[config.mk]
export PLATFORM = sky130hd
export DESIGN_NAME = aicp_ctrl
export DESIGN_NICKNAME = d
export VERILOG_FILES = /design/src/rtl/aicp_pkg.sv /design/src/rtl/aicp_clock_divider.sv /design/src/rtl/aicp_ctrl.sv
export SDC_FILE = /design/constraint.sdc
export NUM_CORES = 1
export LEC_CHECK = 0
export ABC_AREA = 1
export BUFFER_PORTS_ARGS = -buffer_cell sky130_fd_sc_hd__buf_4
export CAP_MARGIN = 20
export CORE_MARGIN = 2
export CORE_UTILIZATION = 55
export CTS_CLUSTER_SIZE = 25
export DETAILED_ROUTE_END_ITERATION = 8
export GPL_TIMING_DRIVEN = 0
export PLACE_DENSITY = 0.9
export SLEW_MARGIN = 10
export SYNTH_ARGS = -nofsm -noshare
export SYNTH_HDL_FRONTEND = slang
export SYNTH_SLANG_ARGS = --single-unit
[constraint.sdc]
create_clock -name clk_sys -period 2.6 [get_ports clk_sys]
set_input_delay 0.26 -clock clk_sys [delete_from_list [all_inputs] [get_ports clk_sys]]
set_output_delay 0.26 -clock clk_sys [all_outputs]
set_load 0.01 [all_outputs]
[src/rtl/aicp_pkg.sv]
package aicp_pkg;
  // widths of the register port and peak codes
  localparam int ADDR_W = 4;
  localparam int DATA_W = 10;
  localparam int PEAK_W = 6;

  // register addresses
  localparam logic [ADDR_W-1:0] ADDR_CLOCK_CFG  = 4'h0;
  localparam logic [ADDR_W-1:0] ADDR_SERIAL_CFG = 4'h1;
  localparam logic [ADDR_W-1:0] ADDR_INPUT_CFG  = 4'h2;
  localparam logic [ADDR_W-1:0] ADDR_LEFT_PEAK  = 4'h3;
  localparam logic [ADDR_W-1:0] ADDR_RIGHT_PEAK = 4'h4;

  // clock config fields
  localparam int RATIO_LSB   = 0;
  localparam int PEAK_EN_BIT = 2;
  // serial config fields
  localparam int FMT_LSB     = 0;
  localparam int SLAVE_BIT   = 2;
  localparam int MOD_EN_BIT  = 3;
  // input config fields
  localparam int R_PIN_BIT   = 0;
  localparam int R_BUF_BIT   = 1;
  localparam int L_PIN_BIT   = 2;
  localparam int L_BUF_BIT   = 3;
  localparam int R_SE_BIT    = 4;
  localparam int L_SE_BIT    = 5;
  localparam int DIV_LSB     = 6;

  // power-on values
  localparam logic [DATA_W-1:0] CLOCK_CFG_RESET  = 10'h000;
  localparam logic [DATA_W-1:0] SERIAL_CFG_RESET = 10'h000;
  localparam logic [DATA_W-1:0] INPUT_CFG_RESET  = 10'h000;
  localparam logic [DATA_W-1:0] READ_ZERO        = 10'h000;
  localparam logic [PEAK_W-1:0] PEAK_CLEARED     = 6'h00;

  // divider codes
  typedef enum logic [1:0] {
    DIV_BY1     = 2'h0,
    DIV_BY2     = 2'h1,
    DIV_BY3     = 2'h2,
    DIV_BY1_ALT = 2'h3
  } aicp_div_t;

  // serial interface formats
  typedef enum logic [1:0] {
    FMT_I2S   = 2'h0,
    FMT_RIGHT = 2'h1,
    FMT_DSP   = 2'h2,
    FMT_LEFT  = 2'h3
  } aicp_format_t;

  // master clock ratios
  localparam logic [1:0] RATIO_256 = 2'h0;
  localparam logic [1:0] RATIO_512 = 2'h1;
endpackage : aicp_pkg

[src/rtl/aicp_clock_divider.sv]
`timescale 1ns/1ps
`default_nettype none
module aicp_clock_divider (
  input  wire logic             clk_sys,
  input  wire logic             reset_n,
  input  wire aicp_pkg::aicp_div_t clock_divide_code,
  output logic                  internal_master_clock
);
  import aicp_pkg::*;

  logic [1:0] count;
  logic [1:0] next_count;
  logic       next_tick;

  // last count value before each internal clock tick, one less than cycles per tick
  function automatic logic [1:0] last_count(input aicp_div_t code);
    unique case (code)
      DIV_BY2: last_count = 2'h1;
      DIV_BY3: last_count = 2'h2;
      DIV_BY1, DIV_BY1_ALT: last_count = 2'h0;
    endcase
  endfunction : last_count

  always_comb begin
    if (count >= last_count(clock_divide_code)) begin
      next_count = 2'h0;
    end else begin
      next_count = count + 2'h1;
    end
    next_tick = (next_count == 2'h0);
  end

  // count and tick registers
  always_ff @(posedge clk_sys or negedge reset_n) begin
    if (!reset_n) begin
      count                 <= 2'h0;
      internal_master_clock <= 1'b0;
    end else begin
      count                 <= next_count;
      internal_master_clock <= next_tick;
    end
  end

  property p_div_two;
    @(posedge clk_sys) disable iff (!reset_n)
    (clock_divide_code == DIV_BY2 && $past(clock_divide_code) == DIV_BY2 && internal_master_clock)
      ##1 (clock_divide_code == DIV_BY2) |-> !internal_master_clock ##1 internal_master_clock;
  endproperty
  a_div_two: assert property (p_div_two) else $error("divide by two spacing wrong");

  property p_div_three;
    @(posedge clk_sys) disable iff (!reset_n)
    (clock_divide_code == DIV_BY3 && $past(clock_divide_code) == DIV_BY3 && internal_master_clock)
      ##1 (clock_divide_code == DIV_BY3) |-> !internal_master_clock ##1 !internal_master_clock;
  endproperty
  a_div_three: assert property (p_div_three) else $error("divide by three spacing wrong");
endmodule : aicp_clock_divider
`default_nettype wire

[src/rtl/aicp_ctrl.sv]
// The address-and-strobe port was decided locally.
`timescale 1ns/1ps
`default_nettype none
// How it works
// - single-ended bit set takes one pin chosen by mux bit, else differential
// - divider code 00 and 11 pass clock, 01 halves it, 10 thirds it
// - left peak at address 3, code in bits 5..0, bits 9..6 zero
// - right peak at address 4, code in six low bits, zeros above
// - with peak tracking on, each channel's peak is held in its register
// - peak code sits in the six low bits of a ten-bit word
// - peak code counts dB below full scale, zero is full scale
// - reading a peak register clears it; later conversions refill it
// - strap select high takes master/slave, ratio, format from pins
// - strap slave pin low drives frame and bit clocks, high receives them
// - strap ratio pin low expects 256 times, high expects 512 times
// - strap format pins replace the two serial format bits
// - format 00 I2S default, 01 right, 10 DSP, 11 left justified
// - under straps every other function stays at power-on default
// - modulator mode drives four data pins; serial output becomes sample clock
// - left data valid while sample clock low, right while high
// - modulator mode passes raw modulator words instead of PCM
// - divider code occupies bits 7..6 of input config at address 2
module aicp_ctrl (
  input  wire logic                          clk_sys,
  input  wire logic                          reset_n,
  // register port
  input  wire logic [aicp_pkg::ADDR_W-1:0]   reg_addr,
  input  wire logic [aicp_pkg::DATA_W-1:0]   reg_write_data,
  input  wire logic                          reg_write,
  input  wire logic                          reg_read,
  output logic      [aicp_pkg::DATA_W-1:0]   reg_read_data,
  // strap pins
  input  wire logic                          hardware_strap_select,
  input  wire logic                          strap_slave,
  input  wire logic                          strap_ratio,
  input  wire logic [1:0]                    strap_format,
  // conversion results
  input  wire logic                          conv_valid,
  input  wire logic [aicp_pkg::PEAK_W-1:0]   conv_left_level,
  input  wire logic [aicp_pkg::PEAK_W-1:0]   conv_right_level,
  // modulator words and serial control data
  input  wire logic [3:0]                    mod_left_data,
  input  wire logic [3:0]                    mod_right_data,
  input  wire logic                          control_serial_data,
  // effective configuration
  output logic                               left_single_ended_on,
  output logic                               right_single_ended_on,
  output logic                               left_input_pin_choice,
  output logic                               right_input_pin_choice,
  output logic                               left_buffer_off,
  output logic                               right_buffer_off,
  output logic                               peak_track_enable,
  output logic                               slave_mode,
  output logic                               serial_clocks_oe,
  output logic      [1:0]                    clock_ratio_code,
  output aicp_pkg::aicp_format_t             serial_format_code,
  output logic                               modulator_bypass_enable,
  output logic                               internal_master_clock,
  // modulator pins
  output logic                               modulator_sample_clock,
  output logic      [3:0]                    modulator_data,
  output logic                               modulator_data_oe,
  output logic                               control_serial_output
);
  import aicp_pkg::*;

  logic [DATA_W-1:0] clock_cfg, next_clock_cfg;
  logic [DATA_W-1:0] serial_cfg, next_serial_cfg;
  logic [DATA_W-1:0] input_cfg, next_input_cfg;
  logic [DATA_W-1:0] next_read_data;
  logic [PEAK_W-1:0] left_peak_level, next_left_peak_level;
  logic [PEAK_W-1:0] right_peak_level, next_right_peak_level;
  logic              left_fresh, next_left_fresh;
  logic              right_fresh, next_right_fresh;
  logic              next_mod_clk;
  logic [3:0]        next_mod_data;
  logic [DATA_W-1:0] input_eff;
  aicp_div_t         divide_code;
  logic              read_left, read_right;

  // next peak value: a fresh register takes any code, else the louder one
  function automatic logic [PEAK_W-1:0] peak_merge(input logic [PEAK_W-1:0] held,
                                                   input logic              fresh,
                                                   input logic [PEAK_W-1:0] level);
    if (fresh || level < held) begin
      peak_merge = level;
    end else begin
      peak_merge = held;
    end
  endfunction : peak_merge

  // low word of a peak readback
  function automatic logic [DATA_W-1:0] peak_word(input logic [PEAK_W-1:0] code);
    peak_word = {{(DATA_W-PEAK_W){1'b0}}, code};
  endfunction : peak_word

  // configuration writes
  always_comb begin
    next_clock_cfg  = clock_cfg;
    next_serial_cfg = serial_cfg;
    next_input_cfg  = input_cfg;
    if (reg_write) begin
      unique case (reg_addr)
        ADDR_CLOCK_CFG:  next_clock_cfg  = reg_write_data;
        ADDR_SERIAL_CFG: next_serial_cfg = reg_write_data;
        ADDR_INPUT_CFG:  next_input_cfg  = reg_write_data;
        default: ;
      endcase
    end
  end

  always_ff @(posedge clk_sys or negedge reset_n) begin
    if (!reset_n) begin
      clock_cfg  <= CLOCK_CFG_RESET;
      serial_cfg <= SERIAL_CFG_RESET;
      input_cfg  <= INPUT_CFG_RESET;
    end else begin
      clock_cfg  <= next_clock_cfg;
      serial_cfg <= next_serial_cfg;
      input_cfg  <= next_input_cfg;
    end
  end

  always_comb begin
    if (hardware_strap_select) begin
      slave_mode              = strap_slave;
      clock_ratio_code        = strap_ratio ? RATIO_512 : RATIO_256;
      serial_format_code      = aicp_format_t'(strap_format);
      input_eff               = INPUT_CFG_RESET;
      peak_track_enable       = CLOCK_CFG_RESET[PEAK_EN_BIT];
      modulator_bypass_enable = SERIAL_CFG_RESET[MOD_EN_BIT];
    end else begin
      slave_mode              = serial_cfg[SLAVE_BIT];
      clock_ratio_code        = clock_cfg[RATIO_LSB +: 2];
      serial_format_code      = aicp_format_t'(serial_cfg[FMT_LSB +: 2]);
      input_eff               = input_cfg;
      peak_track_enable       = clock_cfg[PEAK_EN_BIT];
      modulator_bypass_enable = serial_cfg[MOD_EN_BIT];
    end
  end

  assign left_single_ended_on   = input_eff[L_SE_BIT];
  assign right_single_ended_on  = input_eff[R_SE_BIT];
  assign left_input_pin_choice  = input_eff[L_PIN_BIT];
  assign right_input_pin_choice = input_eff[R_PIN_BIT];
  // buffer bypass for direct modulator drive
  assign left_buffer_off        = input_eff[L_BUF_BIT];
  assign right_buffer_off       = input_eff[R_BUF_BIT];
  assign serial_clocks_oe       = !slave_mode;
  assign divide_code            = aicp_div_t'(input_eff[DIV_LSB +: 2]);

  // internal clock tick
  aicp_clock_divider u_divider (
    .clk_sys               (clk_sys),
    .reset_n               (reset_n),
    .clock_divide_code     (divide_code),
    .internal_master_clock (internal_master_clock)
  );

  assign read_left  = reg_read && (reg_addr == ADDR_LEFT_PEAK);
  assign read_right = reg_read && (reg_addr == ADDR_RIGHT_PEAK);

  always_comb begin
    next_left_peak_level  = left_peak_level;
    next_right_peak_level = right_peak_level;
    next_left_fresh       = left_fresh;
    next_right_fresh      = right_fresh;
    if (read_left) begin
      next_left_peak_level = PEAK_CLEARED;
      next_left_fresh      = 1'b1;
    end
    if (read_right) begin
      next_right_peak_level = PEAK_CLEARED;
      next_right_fresh      = 1'b1;
    end
    // a conversion in the read cycle wins over the clear
    if (peak_track_enable && conv_valid) begin
      next_left_peak_level  = peak_merge(left_peak_level, left_fresh || read_left,
                                         conv_left_level);
      next_right_peak_level = peak_merge(right_peak_level, right_fresh || read_right,
                                         conv_right_level);
      next_left_fresh       = 1'b0;
      next_right_fresh      = 1'b0;
    end
  end

  always_comb begin
    next_read_data = READ_ZERO;
    if (reg_read) begin
      unique case (reg_addr)
        ADDR_CLOCK_CFG:  next_read_data = clock_cfg;
        ADDR_SERIAL_CFG: next_read_data = serial_cfg;
        ADDR_INPUT_CFG:  next_read_data = input_cfg;
        ADDR_LEFT_PEAK:  next_read_data = peak_word(left_peak_level);
        ADDR_RIGHT_PEAK: next_read_data = peak_word(right_peak_level);
        default:         next_read_data = READ_ZERO;
      endcase
    end
  end

  always_ff @(posedge clk_sys or negedge reset_n) begin
    if (!reset_n) begin
      left_peak_level  <= PEAK_CLEARED;
      right_peak_level <= PEAK_CLEARED;
      left_fresh       <= 1'b1;
      right_fresh      <= 1'b1;
      reg_read_data    <= READ_ZERO;
    end else begin
      left_peak_level  <= next_left_peak_level;
      right_peak_level <= next_right_peak_level;
      left_fresh       <= next_left_fresh;
      right_fresh      <= next_right_fresh;
      reg_read_data    <= next_read_data;
    end
  end

  // sample clock at half the internal rate
  // left in low phase, right in high
  always_comb begin
    next_mod_clk  = 1'b0;
    next_mod_data = 4'h0;
    if (modulator_bypass_enable) begin
      next_mod_clk  = internal_master_clock ? !modulator_sample_clock : modulator_sample_clock;
      next_mod_data = next_mod_clk ? mod_right_data : mod_left_data;
    end
  end

  always_ff @(posedge clk_sys or negedge reset_n) begin
    if (!reset_n) begin
      modulator_sample_clock <= 1'b0;
      modulator_data         <= 4'h0;
    end else begin
      modulator_sample_clock <= next_mod_clk;
      modulator_data         <= next_mod_data;
    end
  end

  assign modulator_data_oe     = modulator_bypass_enable;
  assign control_serial_output = modulator_bypass_enable ? modulator_sample_clock
                                                         : control_serial_data;

  property p_left_clear;
    @(posedge clk_sys) disable iff (!reset_n)
    (read_left && !(peak_track_enable && conv_valid)) |=> (left_peak_level == PEAK_CLEARED);
  endproperty
  a_left_clear: assert property (p_left_clear) else $error("left peak not cleared");

  property p_keep_loudest;
    @(posedge clk_sys) disable iff (!reset_n)
    (peak_track_enable && conv_valid && !left_fresh && !read_left
     && conv_left_level >= left_peak_level) |=> $stable(left_peak_level);
  endproperty
  a_keep_loudest: assert property (p_keep_loudest) else $error("quieter code replaced peak");

  property p_take_louder;
    @(posedge clk_sys) disable iff (!reset_n)
    (peak_track_enable && conv_valid && conv_right_level < right_peak_level)
      |=> (right_peak_level == $past(conv_right_level));
  endproperty
  a_take_louder: assert property (p_take_louder) else $error("louder code not taken");

  property p_left_word;
    @(posedge clk_sys) disable iff (!reset_n)
    read_left |=> (reg_read_data == {4'h0, $past(left_peak_level)});
  endproperty
  a_left_word: assert property (p_left_word) else $error("left peak readback wrong");

  property p_right_word;
    @(posedge clk_sys) disable iff (!reset_n)
    read_right |=> (reg_read_data[9:6] == 4'h0)
                   && (reg_read_data[5:0] == $past(right_peak_level));
  endproperty
  a_right_word: assert property (p_right_word) else $error("right peak readback wrong");

  property p_strap_pins;
    @(posedge clk_sys) disable iff (!reset_n)
    hardware_strap_select |-> (slave_mode == strap_slave) && (serial_clocks_oe == !strap_slave)
                              && (clock_ratio_code == (strap_ratio ? RATIO_512 : RATIO_256))
                              && (serial_format_code == strap_format);
  endproperty
  a_strap_pins: assert property (p_strap_pins) else $error("strap pins not obeyed");

  property p_strap_default;
    @(posedge clk_sys) disable iff (!reset_n)
    hardware_strap_select |-> !modulator_bypass_enable && !peak_track_enable
                              && !left_single_ended_on && !right_buffer_off;
  endproperty
  a_strap_default: assert property (p_strap_default) else $error("strap mode not default");

  property p_mod_phase;
    @(posedge clk_sys) disable iff (!reset_n)
    ($past(modulator_bypass_enable) && modulator_bypass_enable)
      |-> (modulator_data == (modulator_sample_clock ? $past(mod_right_data)
                                                     : $past(mod_left_data)));
  endproperty
  a_mod_phase: assert property (p_mod_phase) else $error("modulator phase data wrong");

  property p_mod_pin;
    @(posedge clk_sys) disable iff (!reset_n)
    modulator_bypass_enable |-> modulator_data_oe
                                && (control_serial_output == modulator_sample_clock);
  endproperty
  a_mod_pin: assert property (p_mod_pin) else $error("modulator pins not redefined");
endmodule : aicp_ctrl
`default_nettype wire

* After elaboration in Yosys (flattened, before gate mapping)
Cells that the tools add are included.
** Cells by class
- Add/sub/neg operators :: 1
- Order comparisons :: 3
- Equal/unequal tests :: 9
- Muxes and demuxes :: 26
- Reductions and logical operators :: 20
** Operators by type and width (number)
- $pmux W10 S5 :: 1
- $mux W6 :: 6
- $lt A6 B6 Y1 :: 2
- $mux W1 :: 11
- $mux W10 :: 1
- $reduce_and A2 Y1 :: 5
- $eq A4 B2 Y1 const B :: 2
- $mux W4 :: 2
- $mux W8 :: 1
- $mux W2 :: 3
- $pmux W2 S3 :: 1
- $eq A2 B2 Y1 const B :: 2
- $eq A4 B1 Y1 const B :: 1
- $eq A4 B3 Y1 const B :: 1
- $logic_not A2 Y1 :: 2
- $logic_not A4 Y1 :: 1
- $logic_or A1 B1 Y1 :: 4
- $ne A2 B1 Y1 const B :: 2
- $reduce_bool A2 Y1 :: 2
- $logic_and A1 B1 Y1 :: 3
- $add A2 B1 Y2 const B :: 1
- $eq A2 B1 Y1 const B :: 1
- $ge A2 B2 Y1 :: 1
- $logic_not A1 Y1 :: 2
- $reduce_or A2 Y1 :: 1
** Word-level totals
- Bits in registers :: 62
- Input bits :: 45
- Output and inout bits :: 32
- Word-level logic and storage cells :: 71

* Longest topological paths before layout
- Depth in word-level cells :: 7
- Mapped depth :: 10
- Depth with buffers taken out :: 10

* By module
Synthesis repeated with hierarchy kept, for this count alone.
** Unflattened totals
- Cells, all modules :: 415
- Area, all modules :: 3183.1 µm²
** Modules (own cells, without submodules)
- aicp_ctrl :: instances 1, cells each 394, area each 3016.6 µm²
- aicp_clock_divider :: instances 1, cells each 21, area each 166.4 µm²

* Worst setup path after synthesis
Ideal clock, no wire load.
- Path type :: flip-flop to flip-flop
- From :: register right_peak_level[5]
- To :: register right_peak_level[0]
- Arrival :: 1227 ps
- Setup slack :: 1257 ps
- Cell stages (with the launch flop) :: 11
- Path through :: dfrtp_1 inv_1 ha_1 nand2_1 inv_1 a21oi_1 nand2_1 nand2_4 nand2_4 nand2_1 nand2_1
** Between the ends
- Cells in the longest elaborated chain, start to end :: 4
** RTL lines
- start, declared :: line aicp_ctrl.sv:72 : logic [PEAK_W-1:0] right_peak_level, next_right_peak_level;
- start signal, assigned :: line aicp_ctrl.sv:210 : right_peak_level <= next_right_peak_level;
- $lt A6 B6 Y1 :: line aicp_ctrl.sv:85 : if (fresh || level < held) begin
- $logic_or A1 B1 Y1 :: line aicp_ctrl.sv:85
- $ne A2 B1 Y1 (no source line)
- $reduce_and A2 Y1 (no source line)
Every way passes these cells.
A chain may end at the register's enable or synchronous reset.

* Worst setup path in the final report
- From :: register serial_cfg[3]
- To :: output port modulator_data_oe
** Between the ends
- Cells in the longest elaborated chain, start to end :: 1
** RTL lines
- start, declared :: line aicp_ctrl.sv:68 : logic [DATA_W-1:0] serial_cfg, next_serial_cfg;
- start signal, assigned :: line aicp_ctrl.sv:119 : serial_cfg <= next_serial_cfg;
- $mux W1 :: line aicp_ctrl.sv:125 : if (hardware_strap_select) begin
- end, declared :: line aicp_ctrl.sv:62 : output logic modulator_data_oe,
Every way passes these cells.

==> qor.csv <==
metric;value;unit
yosys_warnings;0;
initial_utilization;57.0;%
dr.pass1.iters;5;
worst_pin_slew;0.777;ns
die_y;79.8;um
dieArea;0.00636;mm^2
netlist_area;0.00316;mm^2
period_share;60.4;%
finalPower;3.00;mW
crit_slowest_cell;dfrtp_1;
place.gp.congestion;0.806;
place_area;0.00382;mm^2
yosysTopAreaCell;dfrtp_1;
synth_cell_types;22;
numClockSinks;62;
crit_fanout;6;
syn_nets;468;
io_pins;77;
crit_buf_inv;3;
cp-startpoint;serial_cfg[3]$_DFFE_PN0P_;
critical_path_class;reg2out;
synth_cells;411;
core_region_area;0.00554;mm^2
cpPeakStageDelay;0.41;ns
design_area;0.00403;mm^2
yosys-top-cells-area;dfrtp_1, nand2_1, inv_1, nand3_1, ha_1;
regArea;0.00155;mm^2
drive_gt1_share;23.7;%
vias_per_cell;5.23;
drc_errors;0;
dpl.hpwl;5780;um
vdd_drop_max;454;uV
yosysTopAreaCellShare;47.5;%
antenna_found_initial;0;
grt_pass1_wl;13000;um
synth_compound_area_share;7.13;%
cts_setup_buffers;0;
first_iter_violations;213;
power.density;744;mW/mm^2
fin_crit;1.57;ns
rsz0062_at_grt;false;
drt-total-wl;7960;um
setup_viol;0;
max_slew_margin;48.2;%
synth_seq_cells;62;
hold_class;in2async;
nets;555;
clkTransAtPathRegs;0.08;ns
max_cap_violations;0;
syn_to_final_growth;27.5;%
path_depth;4;
vias;3006;
timing.rr.end;left_peak_level[3]$_DFFE_PN0P_;
r2r_slack;1.04;ns
grt_pass1_vias;2905;
violations;negative hold slack;
tns;0;ns
path_common_cell;buf_4;
startpoint_type;flop;
cts_buffers;9;
critPathArrivalTime;1.31;ns
avgSynthCellArea;7.68;um^2
grtUsageTotal;27.1;%
cts-root-buf;clkbuf_8;
wl_per_cell;13.9;um
grt_overflow_total;0;
fillers;427;
htreeDepth;3;
synth_top_family_by_area;simple AND/OR/NAND/NOR gates;
crit_family;buffers and inverters;
fin_skew;0.00852;ns
die_x;79.8;um
worstPathRequired;2.34;ns
synth_fa_ha_area_share;4.75;%
synth_mux_area_share;0;%
yosysSeqAreaShare;49.2;%
num_rows;27;
hold_violations;10;
multi_input_area;0.00130;mm^2
rr_worst_depth;10;
insertion_delay;0.35;ns
postRouteAntennaNets;0;
num_antenna_cells;0;
outcome;finished with violations;
port_buffers;76;
post_synth_and_or_nand_nor_area_fraction;29.2;%
crit_chain;nand2_1, inv_1, buf_4, buf_4;
cts_resized;0;
cts_tree;done;
cts_hold_buffers;0;
fmax;0.636;GHz
synthXorXnorAreaFrac;0;%
final_core_util;72.7;%
cts.path.max_buffers;2;
hold_slack;-0.0252;ns
grt_max_degree;63;
p_leak;2.26;nW
layoutNonFillerInstCount;575;
dp_cells;559;
finalMaxSlewViolations;0;
end_kind;output pin;
r2r-start;left_peak_level[5]$_DFFE_PN0P_;
kinds of logic (layout without fill, tap and decap cells):
| group | count (synthesis) | in the layout |
|---|---|---|
| adders and majority gates | 12 | 12 |
| AOI/OAI and AO/OA | 45 | 45 |
| DFF | 62 | 62 |
| buffers and inverters | 74 | 166 |
| and+or+nand+nor | 218 | 218 |
metal layers:
layer,wire length (um),part of all wire [%],track usage (%),vias to the layer above
li1,-,-,-,1433
met3,638,8.0,5.54,23
met1,3080,39,31.2,1410
met4,249,3.1,14.7,0
met2,4000,50,47.1,140
met5,0,0,0,-
metrics by stage:
| stage | setup WS [ns] | hold slack [ns] |
|---|---|---|
| after global routing | 0.905 | 0.0396 |
| after CTS | 1.01 | 0.00239 |
| after detailed placement | 1.08 | 0.379 |
| after global placement | 1.14 | 0.374 |
| final | 1.03 | -0.0252 |
| after floorplan | 1.26 | -0.0356 |
synth_stat cells, drive strengths merged:
| cell type | n |
|---|---|
| a21oi | 5 |
| buf | 11 |
| clkbuf | 1 |
| dfrtp | 60 |
| dfstp | 2 |
| ha | 12 |
| inv | 62 |
| nand2 | 145 |
| nand3 | 32 |
| nor2 | 37 |
| nor3 | 2 |
| o21ai | 40 |
| or2 | 2 |
power by group:
group,leakage [nW],switching (mW),internal [mW],total (mW)
sequential,0.800,0.140,1.18,1.32
clock,0.0951,0.398,0.473,0.871
combinational,1.37,0.474,0.334,0.809
total,2.26,1.01,1.98,3.00
cell usage in the layout, fill, tap and decap left out, types with 4 or more instances in the layout:
cell type  Yosys  layout
a21oi_1        5       5
buf_2          6       6
buf_4          4      80
clkbuf_8       0      10
dfrtp_1       60      60
ha_1          12      12
inv_1         59      59
nand2_1      140     140
nand2_4        4       4
nand3_1       32      32
nor2_1        34      34
o21ai_0       13      13
o21ai_1       27      27
worst register-to-register path: cells and delay by family (launching register included):
kind / cells / cell delay (ns)
flip-flops: 1 / 0.38
buffers and inverters: 2 / 0.15
AO/OA/AOI/OAI: 1 / 0.13
adder cells (fa/ha/maj): 1 / 0.27
AND/OR/NAND/NOR: 6 / 0.53
how the worst max path moves through the flow:
stage / to / slack (ns)
after floorplan: right_peak_level[0]$_DFFE_PN0P_ / 1.26
after global placement: left_peak_level[3]$_DFFE_PN0P_ / 1.14
after detailed placement: left_peak_level[3]$_DFFE_PN0P_ / 1.08
after CTS: modulator_data_oe / 1.01
after global routing: u_divider.count[1]$_DFF_PN0_ / 0.90
final: modulator_data_oe / 1.03
state kept, by name, indices dropped and copies added (netlist names):
name                             count
clock_cfg                           10
input_cfg                           10
left_fresh                           1
left_peak_level                      6
modulator_data                       4
modulator_sample_clock               1
reg_read_data                       10
right_fresh                          1
right_peak_level                     6
serial_cfg                          10
u_divider.count                      2
u_divider.internal_master_clock      1
final cells by class:
class,instances,share of cell area (%)
plain buffers,12,1.86
clock buffers,10,3.42
clock inverters,6,1.74
inverters,62,5.78
multi-input cells,275,32.2
flip-flops and latches,62,38.6
well taps,72,2.24
repair buffers,76,14.2
Note: power is estimated with default switching activity, not from simulation.
